===== src/design/dam_pkg.sv =====
package dam_pkg;

    localparam int DATA_W       = 12;
    localparam int LEVEL_W      = 14;
    localparam int PIPE_LATENCY = 6;
    localparam int MSB_POS      = 11;

    localparam logic [DATA_W-1:0]  CODE_FULL  = 12'hFFF;
    localparam logic [DATA_W-1:0]  CODE_ZERO  = 12'h000;
    localparam logic [LEVEL_W-1:0] LEVEL_ZERO = 14'h0000;
    localparam logic [LEVEL_W-1:0] LEVEL_FULL = 14'h0FFF;

    localparam int REG_ADDR_W = 4;
    localparam int REG_DATA_W = 32;

    localparam logic [REG_ADDR_W-1:0] ADDR_STATUS = 4'h0;
    localparam logic [REG_ADDR_W-1:0] ADDR_MASK   = 4'h4;
    localparam logic [REG_ADDR_W-1:0] ADDR_STATE  = 4'h8;

    localparam int EVT_W         = 2;
    localparam int EVT_RANGE_A   = 0;
    localparam int EVT_RANGE_B   = 1;
    localparam logic [EVT_W-1:0] EVT_RESET = 2'h0;

    localparam int STATE_PWR_A_LSB = 0;
    localparam int STATE_PWR_B_LSB = 2;
    localparam int STATE_TWOS_BIT  = 4;
    localparam int STATE_STAB_BIT  = 5;
    localparam int STATE_ROUTE_BIT = 6;

    localparam logic [REG_DATA_W-1:0] RD_ZERO = 32'h0000_0000;

    typedef enum logic [1:0] {
        PWR_NORMAL,
        PWR_HIZ,
        PWR_NAP,
        PWR_SLEEP
    } dam_pwr_t;

    typedef enum logic [1:0] {
        LVL_GROUND,
        LVL_ONE_THIRD,
        LVL_TWO_THIRDS,
        LVL_SUPPLY
    } dam_fmt_level_t;

endpackage


===== src/design/dam_top.sv =====
`timescale 1ns/1ns
// Notes on behaviour
// Each channel samples on the rising edge of its own sample clock.
// Route select high puts channel A on bus A and channel B on bus B.
// Route select low swaps the buses, A onto bus B and B onto bus A.
// Sharing one bus needs route select and both sample clocks tied together outside.
// Power-down low and enable low: channel converts and drives its bus.
// Power-down low and enable high: channel converts, outputs released.
// Power-down high and enable low: nap, outputs released.
// Power-down high and enable high: sleep, outputs released.
// One format selector governs both channels together.
// Four levels pick binary or two's complement and stabilizer on or off.
// Range flag goes high when the input over- or underflows.
// Each result is a 12-bit word with bit 11 as most significant.
// A sample appears on the outputs six sample-clock edges later.
// Two's complement equals straight binary with the top bit inverted.
// An out-of-range sample saturates at the nearest full-scale code.
module dam_top (
    input  wire logic                              sys_clk_in,
    input  wire logic                              rst_in,
    input  wire logic                              chan_a_sample_clock_in,
    input  wire logic                              chan_b_sample_clock_in,
    input  wire logic signed [dam_pkg::LEVEL_W-1:0] chan_a_level_in,
    input  wire logic signed [dam_pkg::LEVEL_W-1:0] chan_b_level_in,
    input  wire logic                              bus_route_select_in,
    input  wire logic                              chan_a_power_down_sel_in,
    input  wire logic                              chan_b_power_down_sel_in,
    input  wire logic                              chan_a_output_enable_n_in,
    input  wire logic                              chan_b_output_enable_n_in,
    input  wire logic [1:0]                        format_level_in,
    input  wire logic [dam_pkg::REG_ADDR_W-1:0]    reg_addr_in,
    input  wire logic [dam_pkg::REG_DATA_W-1:0]    reg_wdata_in,
    input  wire logic                              reg_write_in,
    input  wire logic                              reg_read_in,
    output logic      [dam_pkg::REG_DATA_W-1:0]    reg_rdata_out,
    output logic                                   irq_out,
    output logic      [dam_pkg::DATA_W-1:0]        bus_a_data_out,
    output logic                                   bus_a_data_oe_out,
    output logic                                   chan_a_range_flag_out,
    output logic                                   chan_a_range_flag_oe_out,
    output logic      [dam_pkg::DATA_W-1:0]        bus_b_data_out,
    output logic                                   bus_b_data_oe_out,
    output logic                                   chan_b_range_flag_out,
    output logic                                   chan_b_range_flag_oe_out,
    output logic                                   duty_stab_on_out,
    output logic                                   twos_comp_out,
    output logic      [1:0]                        chan_a_pwr_state_out,
    output logic      [1:0]                        chan_b_pwr_state_out
);
    import dam_pkg::*;

    // ------------------------------------------------------------------
    // Sample clock edge detection.
    // ------------------------------------------------------------------

    // The sample clocks are taken as synchronous levels, so one history
    // flop per channel is enough to find the rising edge.
    logic clk_a_prev_ff;
    logic clk_b_prev_ff;

    wire  edge_a = chan_a_sample_clock_in && !clk_a_prev_ff;
    wire  edge_b = chan_b_sample_clock_in && !clk_b_prev_ff;

    always_ff @(posedge sys_clk_in or posedge rst_in) begin
        if (rst_in) begin
            clk_a_prev_ff <= 1'b0;
            clk_b_prev_ff <= 1'b0;
        end else begin
            clk_a_prev_ff <= chan_a_sample_clock_in;
            clk_b_prev_ff <= chan_b_sample_clock_in;
        end
    end

    // ------------------------------------------------------------------
    // Power and output-enable modes, one decoder per channel.
    // ------------------------------------------------------------------

    dam_pwr_t pwr_a;
    dam_pwr_t pwr_b;
    logic     conv_a;
    logic     conv_b;
    logic     drive_a;
    logic     drive_b;

    dam_pwr_decode u_pwr_a (
        .power_down_sel_in  (chan_a_power_down_sel_in),
        .output_enable_n_in (chan_a_output_enable_n_in),
        .pwr_state_out      (pwr_a),
        .converting_out     (conv_a),
        .driving_out        (drive_a)
    );

    dam_pwr_decode u_pwr_b (
        .power_down_sel_in  (chan_b_power_down_sel_in),
        .output_enable_n_in (chan_b_output_enable_n_in),
        .pwr_state_out      (pwr_b),
        .converting_out     (conv_b),
        .driving_out        (drive_b)
    );

    // ------------------------------------------------------------------
    // Conversion pipelines.
    // ------------------------------------------------------------------

    // A napping or sleeping channel freezes its pipeline; the words it
    // holds are stale when it wakes and are flushed by seven new edges.
    logic [DATA_W-1:0] code_a;
    logic [DATA_W-1:0] code_b;
    logic              flag_a;
    logic              flag_b;

    dam_chan_pipe u_pipe_a (
        .sys_clk_in     (sys_clk_in),
        .rst_in         (rst_in),
        .sample_edge_in (edge_a),
        .run_in         (conv_a),
        .level_in       (chan_a_level_in),
        .code_out       (code_a),
        .range_flag_out (flag_a)
    );

    dam_chan_pipe u_pipe_b (
        .sys_clk_in     (sys_clk_in),
        .rst_in         (rst_in),
        .sample_edge_in (edge_b),
        .run_in         (conv_b),
        .level_in       (chan_b_level_in),
        .code_out       (code_b),
        .range_flag_out (flag_b)
    );

    // ------------------------------------------------------------------
    // Format and stabilizer selector, shared by both channels.
    // ------------------------------------------------------------------

    dam_fmt_level_t fmt_level;
    assign fmt_level = dam_fmt_level_t'(format_level_in);

    wire twos_sel = (fmt_level == LVL_TWO_THIRDS) || (fmt_level == LVL_SUPPLY);
    wire stab_sel = (fmt_level == LVL_ONE_THIRD) || (fmt_level == LVL_TWO_THIRDS);

    // Inverting the top bit moves mid-scale to zero.
    wire [DATA_W-1:0] msb_flip = twos_sel ? (CODE_ZERO | (12'h001 << MSB_POS)) : CODE_ZERO;
    wire [DATA_W-1:0] word_a   = code_a ^ msb_flip;
    wire [DATA_W-1:0] word_b   = code_b ^ msb_flip;

    // ------------------------------------------------------------------
    // Bus routing.
    // ------------------------------------------------------------------

    // The enable of the channel whose word sits on a bus drives that bus,
    // so a swap carries each channel's enable with its data. Tying the
    // route select to both sample clocks interleaves the two channels.
    wire [DATA_W-1:0] nxt_bus_a_data = bus_route_select_in ? word_a : word_b;
    wire [DATA_W-1:0] nxt_bus_b_data = bus_route_select_in ? word_b : word_a;
    wire              nxt_bus_a_flag = bus_route_select_in ? flag_a : flag_b;
    wire              nxt_bus_b_flag = bus_route_select_in ? flag_b : flag_a;
    wire              nxt_bus_a_oe   = bus_route_select_in ? drive_a : drive_b;
    wire              nxt_bus_b_oe   = bus_route_select_in ? drive_b : drive_a;

    always_ff @(posedge sys_clk_in or posedge rst_in) begin
        if (rst_in) begin
            bus_a_data_out           <= CODE_ZERO;
            bus_b_data_out           <= CODE_ZERO;
            chan_a_range_flag_out    <= 1'b0;
            chan_b_range_flag_out    <= 1'b0;
            bus_a_data_oe_out        <= 1'b0;
            bus_b_data_oe_out        <= 1'b0;
            chan_a_range_flag_oe_out <= 1'b0;
            chan_b_range_flag_oe_out <= 1'b0;
        end else begin
            bus_a_data_out           <= nxt_bus_a_data;
            bus_b_data_out           <= nxt_bus_b_data;
            chan_a_range_flag_out    <= nxt_bus_a_flag;
            chan_b_range_flag_out    <= nxt_bus_b_flag;
            bus_a_data_oe_out        <= nxt_bus_a_oe;
            bus_b_data_oe_out        <= nxt_bus_b_oe;
            chan_a_range_flag_oe_out <= nxt_bus_a_oe;
            chan_b_range_flag_oe_out <= nxt_bus_b_oe;
        end
    end

    // ------------------------------------------------------------------
    // Mode status outputs.
    // ------------------------------------------------------------------

    always_ff @(posedge sys_clk_in or posedge rst_in) begin
        if (rst_in) begin
            duty_stab_on_out     <= 1'b0;
            twos_comp_out        <= 1'b0;
            chan_a_pwr_state_out <= 2'h0;
            chan_b_pwr_state_out <= 2'h0;
        end else begin
            duty_stab_on_out     <= stab_sel;
            twos_comp_out        <= twos_sel;
            chan_a_pwr_state_out <= pwr_a;
            chan_b_pwr_state_out <= pwr_b;
        end
    end

    // ------------------------------------------------------------------
    // Range events and interrupt.
    // ------------------------------------------------------------------

    // An event is the rising edge of a channel's pipeline flag, so a long
    // overload raises one interrupt rather than one per sample.
    logic flag_a_prev_ff;
    logic flag_b_prev_ff;

    always_ff @(posedge sys_clk_in or posedge rst_in) begin
        if (rst_in) begin
            flag_a_prev_ff <= 1'b0;
            flag_b_prev_ff <= 1'b0;
        end else begin
            flag_a_prev_ff <= flag_a;
            flag_b_prev_ff <= flag_b;
        end
    end

    logic [EVT_W-1:0] status_ff;
    logic [EVT_W-1:0] mask_ff;
    logic [EVT_W-1:0] evt;

    assign evt[EVT_RANGE_A] = flag_a && !flag_a_prev_ff;
    assign evt[EVT_RANGE_B] = flag_b && !flag_b_prev_ff;

    // ------------------------------------------------------------------
    // Register port.
    // ------------------------------------------------------------------

    wire hit_status = reg_addr_in == ADDR_STATUS;
    wire hit_mask   = reg_addr_in == ADDR_MASK;
    wire hit_state  = reg_addr_in == ADDR_STATE;

    wire [EVT_W-1:0] status_clr = (reg_write_in && hit_status) ? reg_wdata_in[EVT_W-1:0] : EVT_RESET;

    // A new event in the same cycle as its clear keeps the bit set.
    wire [EVT_W-1:0] nxt_status = (status_ff & ~status_clr) | evt;
    wire [EVT_W-1:0] nxt_mask   = (reg_write_in && hit_mask) ? reg_wdata_in[EVT_W-1:0] : mask_ff;

    logic [REG_DATA_W-1:0] state_word;
    always_comb begin
        state_word = RD_ZERO;
        state_word[STATE_PWR_A_LSB +: 2] = pwr_a;
        state_word[STATE_PWR_B_LSB +: 2] = pwr_b;
        state_word[STATE_TWOS_BIT]       = twos_sel;
        state_word[STATE_STAB_BIT]       = stab_sel;
        state_word[STATE_ROUTE_BIT]      = bus_route_select_in;
    end

    wire [REG_DATA_W-1:0] rd_mux = hit_status ? {{(REG_DATA_W-EVT_W){1'b0}}, status_ff}
                                 : hit_mask   ? {{(REG_DATA_W-EVT_W){1'b0}}, mask_ff}
                                 : hit_state  ? state_word
                                 : RD_ZERO;

    wire [REG_DATA_W-1:0] nxt_rdata = reg_read_in ? rd_mux : RD_ZERO;
    wire                  nxt_irq   = |(nxt_status & nxt_mask);

    always_ff @(posedge sys_clk_in or posedge rst_in) begin
        if (rst_in) begin
            status_ff     <= EVT_RESET;
            mask_ff       <= EVT_RESET;
            reg_rdata_out <= RD_ZERO;
            irq_out       <= 1'b0;
        end else begin
            status_ff     <= nxt_status;
            mask_ff       <= nxt_mask;
            reg_rdata_out <= nxt_rdata;
            irq_out       <= nxt_irq;
        end
    end

endmodule // dam_top


===== src/design/dam_pwr_decode.sv =====
`timescale 1ns/1ns
module dam_pwr_decode (
    input  wire logic          power_down_sel_in,
    input  wire logic          output_enable_n_in,
    output dam_pkg::dam_pwr_t  pwr_state_out,
    output logic               converting_out,
    output logic               driving_out
);
    import dam_pkg::*;

    // The two pins form a four-way mode; only the fully awake, enabled pair drives the bus.
    assign pwr_state_out  = power_down_sel_in
                          ? (output_enable_n_in ? PWR_SLEEP : PWR_NAP)
                          : (output_enable_n_in ? PWR_HIZ   : PWR_NORMAL);
    assign converting_out = !power_down_sel_in;
    assign driving_out    = !power_down_sel_in && !output_enable_n_in;

endmodule // dam_pwr_decode


===== src/design/dam_chan_pipe.sv =====
`timescale 1ns/1ns
module dam_chan_pipe (
    input  wire logic                        sys_clk_in,
    input  wire logic                        rst_in,
    input  wire logic                        sample_edge_in,
    input  wire logic                        run_in,
    input  wire logic signed [dam_pkg::LEVEL_W-1:0] level_in,
    output logic             [dam_pkg::DATA_W-1:0]  code_out,
    output logic                             range_flag_out
);
    import dam_pkg::*;

    logic [DATA_W-1:0] code_ff [PIPE_LATENCY+1];
    logic              flag_ff [PIPE_LATENCY+1];
    logic [DATA_W-1:0] nxt_code;
    logic              nxt_flag;
    wire               step = sample_edge_in && run_in;
    wire               under = level_in < $signed(LEVEL_ZERO);
    wire               over  = level_in > $signed(LEVEL_FULL);

    // Out-of-range inputs clamp to the nearest end of the scale and raise the flag.
    assign nxt_flag = under || over;
    assign nxt_code = under ? CODE_ZERO : (over ? CODE_FULL : level_in[DATA_W-1:0]);

    // Entry 0 holds the sample taken on the edge; it reaches the last entry six edges later.
    generate
        for (genvar i = 0; i <= PIPE_LATENCY; i++) begin : g_stage
            always_ff @(posedge sys_clk_in or posedge rst_in) begin
                if (rst_in) begin
                    code_ff[i] <= CODE_ZERO;
                    flag_ff[i] <= 1'b0;
                end else if (step) begin
                    code_ff[i] <= (i == 0) ? nxt_code : code_ff[(i == 0) ? 0 : i-1];
                    flag_ff[i] <= (i == 0) ? nxt_flag : flag_ff[(i == 0) ? 0 : i-1];
                end
            end
        end
    endgenerate

    assign code_out       = code_ff[PIPE_LATENCY];
    assign range_flag_out = flag_ff[PIPE_LATENCY];

endmodule // dam_chan_pipe


===== config.mk =====
export PLATFORM = sky130hd
export DESIGN_NAME = dam_top
export DESIGN_NICKNAME = d
export VERILOG_FILES = /design/src/design/dam_pkg.sv /design/src/design/dam_top.sv /design/src/design/dam_pwr_decode.sv /design/src/design/dam_chan_pipe.sv
export SDC_FILE = /design/constraint.sdc
export NUM_CORES = 1
export LEC_CHECK = 0
export ABC_AREA = 1
export BUFFER_PORTS_ARGS = -buffer_cell sky130_fd_sc_hd__buf_2
export CORE_MARGIN = 8
export CORE_UTILIZATION = 53
export DETAILED_ROUTE_END_ITERATION = 10
export PLACE_DENSITY = 0.79
export SLEW_MARGIN = 25
export SYNTH_ARGS = -nofsm -noshare
export SYNTH_HDL_FRONTEND = slang
export SYNTH_SLANG_ARGS = --single-unit

===== constraint.sdc =====
create_clock -name sys_clk_in -period 9.9 [get_ports sys_clk_in]
set_input_delay 0.99 -clock sys_clk_in [delete_from_list [all_inputs] [get_ports sys_clk_in]]
set_output_delay 0.99 -clock sys_clk_in [all_outputs]
set_load 0.02 [all_outputs]

# Word-level counts from Yosys, hierarchy flattened
# Cells that the tools add are included.
totals:
  ff_bits: 232
  inputBits: 77
  output_inout_bits: 69
  elab_cells: 108
op_classes:
  order_cmp: 4
  n_eq_ne: 5
  mux: 23
  bitwise_logic: 6
  reduce_logical: 24
op_table:
  columns: ["operator", "count"]
  rows:
  - ["two-way mux 12 bit", 7]
  - ["> comparator 14 x 13 -> 1 bit, second input constant", 2]
  - ["< comparator 14 x 1 -> 1 bit, second input constant", 2]
  - ["two-way mux 7 bit", 4]
  - ["bitwise XOR 12 bit", 2]
  - ["logical AND 1 bit", 10]
  - ["zero test 1 bit", 8]
  - ["two-way mux 1 bit", 8]
  - ["two-way mux 2 bit", 4]
  - ["AND 2 bit", 2]
  - ["== test 2 bit, second input constant", 2]
  - ["== test 4 x 3 -> 1 bit, second input constant", 1]
  - ["== test 4 bit, second input constant", 1]
  - ["zero test 4 bit", 1]
  - ["logical OR 1 bit", 4]
  - ["== test 2 x 1 -> 1 bit, second input constant", 1]
  - ["inverter 2 bit", 1]
  - ["bitwise OR 2 bit", 1]
  - ["OR reduction 2 bit", 1]

# Logic depth before layout (Yosys ltp)
# Gate-level depths: netlist of the first run.
logic_depth:
  word_depth: 8
  depth_mapped: 8
  ltp_nobuf: 7

# Modules after synthesis
# From an unflattened synthesis of the first run, not the netlist that was laid out.
unflattened:
  cells_unflattened: 1085
  hier_area_um2: 9775.6
modules_own_cells:
  columns: ["module", "instances", "cells_per_inst", "area_each_um2", "seq_area_each_um2"]
  rows:
  - ["dam_chan_pipe", 2, 434, 3824.9, 2277.2]
  - ["dam_top", 1, 209, 2080.7, 1251.2]
  - ["dam_pwr_decode", 2, 4, 22.5, 0.0]

# Worst setup path after synthesis of the first run
# Ideal clock, no wire load.
synth_path:
  path_kind: "in2reg"
  from: "in format_level_in[0]"
  to: "reg bus_a_data_out[11] (netlist name)"
  setup_time_ps: 128
  t_arrival_ps: 1677
  required_time_ps: 9772
  slack_ps: 8095
  cell_stages: 5
  path_buffers: 0
  path_cell_list: "inv_1 > ha_1 > nor2_1 > xor2_1 > o21ai_0"
synth_between:
  elab_chain_len: 5
  word_cells_on_any_way: 7
  cone_classes: "eq/ne: 2; mux: 2; bitwise: 2; reduce/logical: 1"
synth_rtl:
  columns: ["element", "line", "rtl"]
  rows:
  - ["start: declaration", "dam_top.sv:30", "input wire logic [1:0] format_level_in,"]
  - ["== test 2 bit", "dam_top.sv:139", "wire twos_sel = (fmt_level == LVL_TWO_THIRDS) || (fmt_level == LVL_SUPPLY);"]
  - ["logical OR 1 bit *", "dam_top.sv:139", null]
  - ["two-way mux 12 bit *", "dam_top.sv:143", "wire [DATA_W-1:0] msb_flip = twos_sel ? (CODE_ZERO | (12'h001 << MSB_POS)) : CODE_ZERO;"]
  - ["bitwise XOR 12 bit (on tied branches)", "dam_top.sv:145, dam_top.sv:144", null]
  - ["two-way mux 12 bit *", "dam_top.sv:154", "wire [DATA_W-1:0] nxt_bus_a_data = bus_route_select_in ? word_a : word_b;"]
  - ["via nxt_bus_a_data[11]", "dam_top.sv:154", null]
  - ["end signal: assignment", "dam_top.sv:172", "bus_a_data_out <= nxt_bus_a_data;"]
  - ["end: declaration", "dam_top.sv:37", "output logic [dam_pkg::DATA_W-1:0] bus_a_data_out,"]
# Mark *: on every way through the listed nets, which the timed path passes. The rest lies on a longest branch.
# A chain may end at the register's enable or synchronous reset.

# Worst setup path after layout of the first run
layout_path:
  from: "in chan_b_power_down_sel_in"
  to: "reg u_pipe_b.code_ff (netlist bit u_pipe_b.code_out[9])"
layout_between:
  elab_chain_len: 2
layout_rtl:
  columns: ["element", "line", "rtl"]
  rows:
  - ["start: declaration", "dam_top.sv:27", "input wire logic chan_b_power_down_sel_in,"]
  - ["zero test 1 bit", "dam_pwr_decode.sv:15", "assign converting_out = !power_down_sel_in;"]
  - ["logical AND 1 bit", "dam_chan_pipe.sv:17", "wire step = sample_edge_in && run_in;"]
  - ["end signal: indexed assignment", "dam_chan_pipe.sv:33", "code_ff[i] <= (i == 0) ? nxt_code : code_ff[(i == 0) ? 0 : i-1];"]
  - ["end: declaration", "dam_chan_pipe.sv:13", "logic [DATA_W-1:0] code_ff [PIPE_LATENCY+1];"]
# No other way between the ends.

==> results of run 1 <==
==> cells in the mapped netlist (all sizes together) <==
cell type	count	area, um2
a31oi	2	12.5
buf	60	398
clkbuf	12	48.8
conb	1	3.75
dfrtp	232	5810
ha	2	25.0
inv	106	400
nand2	229	867
nand3	3	20.0
nand4	2	12.5
nor2	16	87.6
o21ai	226	1130
or2	1	6.26
xnor2	1	8.76
xor2	1	8.76
==> state kept, by name (all words and copies together), names as in the netlist, 6 cells and up <==
name,cells
u_pipe_b.code_out,12
bus_b_data_out,12
bus_a_data_out,12
reg_rdata_out,7
u_pipe_b.code_ff,72
u_pipe_a.code_ff,72
u_pipe_a.flag_ff,6
u_pipe_b.flag_ff,6
u_pipe_a.code_out,12
==> kinds of logic (layout without fill, tap and decap cells) <==
family / Yosys count / count (layout) / synth area share [%]
AOI/OAI and AO/OA: 228 / 228 / 12.9
xor gates and xnor gates: 2 / 2 / 0.198
adders and majority gates: 2 / 2 / 0.283
buffers and inverters: 178 / 237 / 9.59
DFF: 232 / 232 / 65.7
other: 1 / 25 / 0.0424
and+or+nand+nor: 251 / 251 / 11.2
==> power breakdown <==
group / switching (W) / internal [W]
Combinational: 0.000222 / 0.000110
Clock: 0.000336 / 0.000487
Sequential: 0.0000821 / 0.00115
==> metrics by stage <==
step | instance area, um2 | setup WS [ps] | total power, W
3_5_place_dp | 9230 | 6940 | 0.00158
5_1_grt | 9950 | 7250 | 0.00252
3_3_place_gp | 9230 | 6800 | 0.00155
4_1_cts | 9940 | 7460 | 0.00241
2_1_floorplan | 8930 | 2550 | 0.00147
6_report | 9950 | 7430 | 0.00238
==> area by class of cell <==
type / count / area [um2] / share of cell area, %
multi-input combinational: 508 / 2280 / 22.9
clock inverter: 8 / 93.8 / 0.943
clock buffer: 31 / 616 / 6.19
tap: 220 / 275 / 2.77
sequential: 232 / 5810 / 58.3
inverter: 106 / 415 / 4.17
timing repair buffer: 92 / 469 / 4.72
==> how the worst min path moves through the flow <==
stage / from / to / cells past startpoint
6_report: u_pipe_a.range_flag_out / flag_a_prev_ff / 0
5_1_grt: u_pipe_a.range_flag_out / flag_a_prev_ff / 0
4_1_cts: u_pipe_a.range_flag_out / flag_a_prev_ff / 0
3_5_place_dp: u_pipe_a.range_flag_out / flag_a_prev_ff / 0
3_3_place_gp: u_pipe_a.range_flag_out / flag_a_prev_ff / 0
2_1_floorplan: u_pipe_a.range_flag_out / flag_a_prev_ff / 0
==> worst max-delay path, stage by stage <==
cell	delay [ps]
buf_2	130
nor2_2	150
nand2_4	420
inv_4	810
nand2_1	140
o21ai_0	140
==> routing by layer <==
metal	track usage, %	part of all wire (%)
met4	4.58	1.8
met5	0	0
met2	24.3	45
met3	3.64	6.5
met1	21.3	46
==> flow_summary.yaml, run 1 <==
synth:
  yosys_register_bits: 232
  syn_area_per_cell_um2: 9.88
  synthCells: 894
  synth.yosys.seq_area_share_pct: 65.7
  yosysWarnings: 0
  synth.distinct_cells: 25
  syn_area_um2: 8840
final_layout:
  fin_util_pct: 60.4
  nets: 1042
  layout.cells.non_filler: 1197
  area_growth_syn_to_layout_pct: 12.6
  final_cell_mix: "232 x dfrtp_1, 227 x nand2_1, 162 x o21ai_0"
  final_common_cell: "dfrtp_1"
  drive_above_1_share_pct: 13.9
  antennaDiodeCount: 0
  n_fill_cell: 1398
cts:
  clock-root-buffer: "clkbuf_16"
  h-tree-depth: 1
  clockBufferDepth: 3
  post-cts-setup-buffers: 0
  post_cts_resized: 0
  cts_hold_buf: 0
  clock-sinks: 232
  cts_buffers: 23
  cts_tree: "yes"
  clkTransAtPathRegs_ps: 60
  clkLatencyLatePin_ps: 500
route:
  num_vias: 5830
  drc: 0
  first_pass_iters: 5
  final_antenna_net_count: 0
  drtIter0Drc: 416
  wl_per_cell_um: 13.6
  vias_per_cell: 4.87
  wirelength_um: 16200
sta:
  hold_slack_ps: 380
  setup_viol: 0
  fmax_mhz: 405
  hold_violations: 0
  timing.setup.tns_ps: 0
  clock_skew_ps: 12.0
  post-route-period-util_pct: 24.9
  timing.slew.headroom_pct: 45.7
  min_period_ps: 2470
  finalMaxSlewViolations: 0
  rsz0062_at_grt: "false"
  worst-slew-pin-transition_ps: 814
die:
  core_region_area_um2: 16500
  fp.dieW_um: 145
  die_h_um: 145
  row_count: 47
  dieArea_um2: 21100
  io_pins: 146
  initial_core_util_pct: 53.7
worst_setup_path:
  critPathArrivalTime_ps: 2850
  end_kind: "register"
  worstSetupStartpoint: "chan_b_power_down_sel_in"
  critPathLaunchType: "primary input"
  endpoint: "u_pipe_b.code_out[9]"
  reg2reg_slack_ps: 7710
  rr_endpoint: "u_pipe_b.code_out[9]"
  worstPathRequired_ps: 10280
  worstSetupPathType: "primary input to register"
  rr_worst_depth: 5
  critPathMaxFanout: 90
  r2r_start: "clk_b_prev_ff"
grt:
  grt_overflow: 0
  grt_pass1_vias: 5804
  grt_pass1_wl_um: 28000
  grt_use_total_pct: 15.5
  grt_max_degree: 153
  antenna_found_initial: 0
hold_path:
  hp-class: "register to register"
power:
  p_leak_nw: 4.95
  power_density_nw_per_um2: 240
  irDropWorstVdd_uv: 132
place:
  place_inst: 1158
  port-buffer-count: 90
  gp_congestion: 0.778
  dpl.hpwl_um: 9970
job:
  cap_violations: 0
run_status:
  status: "completed"
Note: power is estimated with default switching activity, not from simulation.
==> run 2: changes to the inputs <==
Clock period 9.9 ns to 2.48 ns, I/O delays scaled along.
==> flow_summary.yaml, run 2 (same netlist as run 1, synthesis figures left out) <==
grt:
  antenna_found_initial: 0
  grt_pass1_vias: 5912
  grt_max_degree: 94
  grt_pass1_wl_um: 28200
  grt_overflow: 0
  grt_use_total_pct: 15.6
die:
  io_pins: 146
  dieArea_um2: 21100
  initial_core_util_pct: 53.7
  die_h_um: 145
  row_count: 47
  fp.dieW_um: 145
  core_region_area_um2: 16500
sta:
  clock_skew_ps: 9.58
  setup_viol: 0
  fmax_mhz: 581
  worst-slew-pin-transition_ps: 795
  finalMaxSlewViolations: 0
  post-route-period-util_pct: 69.4
  min_period_ps: 1720
  hold_violations: 0
  hold_slack_ps: 28.8
  rsz0062_at_grt: "false"
  timing.slew.headroom_pct: 47.0
route:
  final_antenna_net_count: 0
  wl_per_cell_um: 13.2
  vias_per_cell: 4.81
  num_vias: 5950
  drtIter0Drc: 377
  first_pass_iters: 7
  wirelength_um: 16400
  drc: 0
cts:
  clock-root-buffer: "clkbuf_16"
  clock-sinks: 232
  cts_tree: "yes"
  clockBufferDepth: 3
  clkTransAtPathRegs_ps: 60
  post-cts-setup-buffers: 0
  h-tree-depth: 1
  clkLatencyLatePin_ps: 500
  cts_buffers: 23
worst_setup_path:
  critPathArrivalTime_ps: 2150
  worstSetupPathType: "primary input to register"
  end_kind: "register"
  critPathMaxFanout: 40
  worstPathRequired_ps: 2910
  worstSetupStartpoint: "chan_a_sample_clock_in"
  r2r_start: "clk_a_prev_ff"
  critPathLaunchType: "primary input"
final_layout:
  final_common_cell: "dfrtp_1"
  area_growth_syn_to_layout_pct: 17.0
  final_cell_mix: "232 x dfrtp_1, 227 x nand2_1, 162 x o21ai_0"
  antennaDiodeCount: 0
  nets: 1082
  drive_above_1_share_pct: 14.4
  largestRegisters: "u_pipe_a.code_ff: 72 flops, u_pipe_b.code_ff: 72 flops"
  layout.cells.non_filler: 1238
power:
  pwr-share-clk_pct: 33.6
  p_leak_nw: 5.13
  irDropWorstVdd_uv: 568
  p_seq_share_pct: 51.8
  internal_power_w: 0.00689
  power_density_nw_per_um2: 916
  swShare_pct: 27.3
  combPwrFrac_pct: 14.6
  p_sw_w: 0.00258
job:
  cap_violations: 0
place:
  gp_congestion: 0.786
  dpl.hpwl_um: 10400
  port-buffer-count: 90
  place_inst: 1166
hold_path:
  hp-class: "primary input to register"
  min-delay-start: "reg_wdata_in[0]"
run_status:
  status: "completed"
-- run 2: cell count changes in the layout (fill, tap and decap cells not counted), sizes merged --
cell	change
inv	+2
dlygate4sd3	+32
clkbuf	+1
buf	+8
clkinv	-1
clkinvlp	+1
bufinv	-2
-- run 2: metal layers --
layer / track usage (%) / vias to the layer above / part of all wire (%)
li1: - / 2980 / -
met1: 20.5 / 2782 / 46
met2: 25.2 / 154 / 46
met3: 3.61 / 34 / 5.5
met4: 5.05 / 0 / 2.6
met5: 0 / - / 0
-- run 2: worst paths after layout --
| check | depth (start not counted) | end | slack, ps |
|---|---|---|---|
| setup / recovery | 9 | u_pipe_a.code_out[4] | 760 |
| hold / removal | 3 | mask_ff[0] | 30 |
| setup reg to reg | 6 | u_pipe_a.code_out[4] | 830 |
| hold reg to reg | 0 | flag_a_prev_ff | 380 |
| max in group asynchronous | 4 | u_pipe_b.code_ff[48] | 1330 |
| min in group asynchronous | 3 | mask_ff[1] | 340 |
-- run 2: power groups by stage --
stage	Clock [W]	Sequential [W]	Combinational (W)
finish	0.00318	0.00491	0.00139
global route	0.00341	0.00499	0.00160
CTS	0.00324	0.00491	0.00142
detailed placement	0	0.00496	0.00135
global placement	0	0.00492	0.00129
floorplan	0	0.00503	0.000845
-- run 2: what timing repair did --
action | in CTS | in global routing
hold buffers | 32 | 0
hold endpoints to repair | 49 | 0
gates resized for setup | 0 | 0
-- run 2: through the flow --
stage / worst slack (ps) / total power, W / util (%) / setup TNS [ps] / instance area [um2]
global placement: 870 / 0.00621 / 56.6 / 0 / 9320
detailed placement: 801 / 0.00631 / 56.6 / 0 / 9320
global route: 587 / 0.0100 / 62.8 / 0 / 10300
finish: 758 / 0.00947 / 62.8 / 0 / 10300
floorplan: -804 / 0.00588 / - / -186510 / 8930
CTS: 713 / 0.00957 / 62.8 / 0 / 10300
-- run 2: area by class of cell --
type / count / area [um2]
multi-input cells: 508 / 2280
clock buffers: 32 / 649
well taps: 220 / 275
inverters: 106 / 404
repair buffers: 132 / 883
fillers: 1324 / 6120
flip-flops and latches: 232 / 5810
clock inverters: 8 / 47.5
-- run 2: critical path, stage by stage --
cell           delay, ps
dlygate4sd3_1        540
buf_2                120
inv_1                 40
nor2_1               120
nand2_2              320
inv_2                150
buf_4                330
nand2_1              160
nand2_1               90
==> run 3: changes to the inputs <==
Settings changed: ABC_AREA 1 to 0, CORE_UTILIZATION 53 to 51.
Clock period 2.48 ns to 1.4 ns, I/O delays scaled along.
==> flow_summary.yaml, run 3 <==
place:
  dpl.hpwl_um: 10800
  port-buffer-count: 90
  gp_congestion: 0.794
  place_inst: 1214
grt:
  grt_max_degree: 88
  met3_usage_pct: 3.19
  antenna_found_initial: 0
  grt-busiest-layer: "met2"
  grt_pass1_wl_um: 29800
  grt_pass1_vias: 6169
  grtUsageMet1_pct: 22.5
  grtUsageMet2_pct: 24.9
  grt_overflow: 0
  grt_use_total_pct: 16.0
synth:
  synth.most_common_cell: "nand2_1"
  synth_top_cell_by_area: "dfrtp_1"
  synth_area_leaders: "dfrtp_1 65%, nand2_1 21%, mux2_2 3.3%"
  netlist_top_cells_count: "496 x nand2_1, 232 x dfrtp_1, 39 x clkbuf_1"
  yosys_register_bits: 232
  syn_area_um2: 8920
  synth_top_flop_cell: "dfrtp_1"
  synth-edff-count: 0
  syn_area_per_cell_um2: 9.60
  synth.distinct_cells: 27
  async_reset_ff_share_pct: 100
  synthCells: 930
  yosysWarnings: 0
  synth.yosys.seq_area_share_pct: 65.1
  synth_top_area_share_pct: 65.1
power:
  irDropWorstVdd_uv: 926
  p_leak_nw: 5.93
  power_density_nw_per_um2: 1570
  finalPower_w: 0.0169
worst_setup_path:
  crit_slowest_cell: "dlygate4sd3_1"
  rr_endpoint: "u_pipe_a.code_ff[14]"
  cp_cell_sequence: "dlygate4sd3_1 -> buf_2 -> or4_4 -> o21ai_2 -> o21ai_1 -> a22o_1"
  critPathMaxFanout: 8
  worstSetupPathType: "primary input to register"
  worstPathRequired_ps: 1790
  reg2reg_slack_ps: 100
  r2r_start: "clk_a_prev_ff"
  rr_worst_depth: 5
  critPathLaunchType: "primary input"
  slowest_delay_ps: 550
  critPathArrivalTime_ps: 1760
  end_kind: "register"
hold_path:
  min_to: "u_pipe_a.flag_ff[6]"
  hp-class: "primary input to register"
  holdPathStages: 3
  min-delay-start: "chan_a_level_in[12]"
route:
  vias_per_cell: 4.84
  wl_per_cell_um: 13.5
  drtIter0Drc: 425
  num_vias: 6267
  final_antenna_net_count: 0
  drc: 0
  first_pass_iters: 5
  wirelength_um: 17500
die:
  row_count: 48
  core_region_area_um2: 17200
  dieArea_um2: 22000
  io_pins: 146
  initial_core_util_pct: 52.0
  die_h_um: 148
  fp.dieW_um: 148
final_layout:
  largestRegisters: "u_pipe_a.code_ff: 72 flops, u_pipe_b.code_ff: 72 flops"
  area_growth_syn_to_layout_pct: 20.5
  final_common_cell: "nand2_1"
  antennaDiodeCount: 0
  n_fill_cell: 1394
  nets: 1133
  layout.cells.non_filler: 1294
  drive_above_1_share_pct: 16.4
  final_cell_mix: "495 x nand2_1, 232 x dfrtp_1, 90 x buf_2"
  fin_util_pct: 62.6
cts:
  cts_buffers: 23
  clkTransAtPathRegs_ps: 60
  h-tree-depth: 1
  cts_tree: "yes"
  clockBufferDepth: 3
  post-cts-setup-buffers: 0
  clock-root-buffer: "clkbuf_16"
  clkLatencyLatePin_ps: 500
  clock-sinks: 232
job:
  cap_violations: 0
sta:
  fmax_mhz: 728
  post-route-period-util_pct: 98.1
  clock_skew_ps: 3.83
  finalMaxSlewViolations: 0
  setup_viol: 0
  hold_violations: 0
  hold_slack_ps: 30.8
  min_period_ps: 1370
run_status:
  status: "completed"
## run 3: changes by cell type in the layout (fill, tap and decap cells not counted), moves of 6 or more
cell           delta
buf_12            +6
dlygate4sd3_1     +8
inv_1            -95
mux2_2           +26
nand2_1         +268
nor2_1           +24
o21ai_0         -155
o21ai_1          -61
o31ai_1          +24
## run 3: critical path: cells and delay by family
| family | cells | cell delay (ps) |
|---|---|---|
| compound gates | 3 | 460 |
| buf+inv | 2 | 710 |
| simple gates | 1 | 450 |
## run 3: per-stage QoR
stage          area [um2]  setup slack, ps  TNS (ps)
5_1_grt             10800            -10.2     -10.2
2_1_floorplan        9020            -1780   -412020
3_3_place_gp         9640             37.7         0
6_report            10800             26.6         0
4_1_cts             10700             56.6         0
3_5_place_dp         9640            -5.48     -5.48
## run 3: layout make-up
| type | instances | area (um2) | area share (%) |
|---|---|---|---|
| clock buffer | 36 | 684 | 6.37 |
| clock inverter | 4 | 23.8 | 0.221 |
| inverter | 9 | 37.5 | 0.349 |
| multi-input combinational | 639 | 2810 | 26.2 |
| sequential | 232 | 5810 | 54.0 |
| tap | 225 | 282 | 2.62 |
| timing repair buffer | 149 | 1110 | 10.3 |
## run 3: power breakdown
part	internal, W	total [W]	switching, W
combinational	0.000950	0.00238	0.00143
sequential	0.00806	0.00881	0.000745
clock	0.00334	0.00573	0.00239
## run 3: logic make-up (layout without fill, tap and decap cells)
kind of cell / count (synthesis) / count (layout) / share of synthesized area [%]
AO/OA/AOI/OAI: 39 / 39 / 2.93
XOR/XNOR: 2 / 2 / 0.196
adder cells (fa/ha/maj): 2 / 2 / 0.280
buffers and inverters: 83 / 198 / 4.68
flip-flops: 232 / 232 / 65.1
multiplexers: 28 / 28 / 3.51
other: 1 / 25 / 0.0420
AND/OR/NAND/NOR: 543 / 543 / 23.3
## run 3: repair_timing
item | CTS | global route
resized for setup | 0 | 2
setup endpoints to repair | 0 | 9
hold buffers | 40 | 0
hold endpoints to repair | 272 | 0
## run 3: worst max path at each step
stage                         from           endpoint  slack [ps]  cells after the start
floorplan                   rst_in  bus_a_data_out[0]       -1780                      1
global placement    reg_addr_in[1]            irq_out          40                      5
detailed placement  reg_addr_in[1]            irq_out          -5                      5
CTS                 reg_addr_in[2]            irq_out          60                      6
global route        reg_addr_in[2]            irq_out         -10                      6
finish              reg_addr_in[2]            irq_out          30                      6
## run 3: routing by layer
layer | part of all wire (%) | wire length, um
met5 | 0 | 0
met4 | 1.4 | 250
met3 | 6.5 | 1130
met2 | 46 | 8120
met1 | 46 | 7990
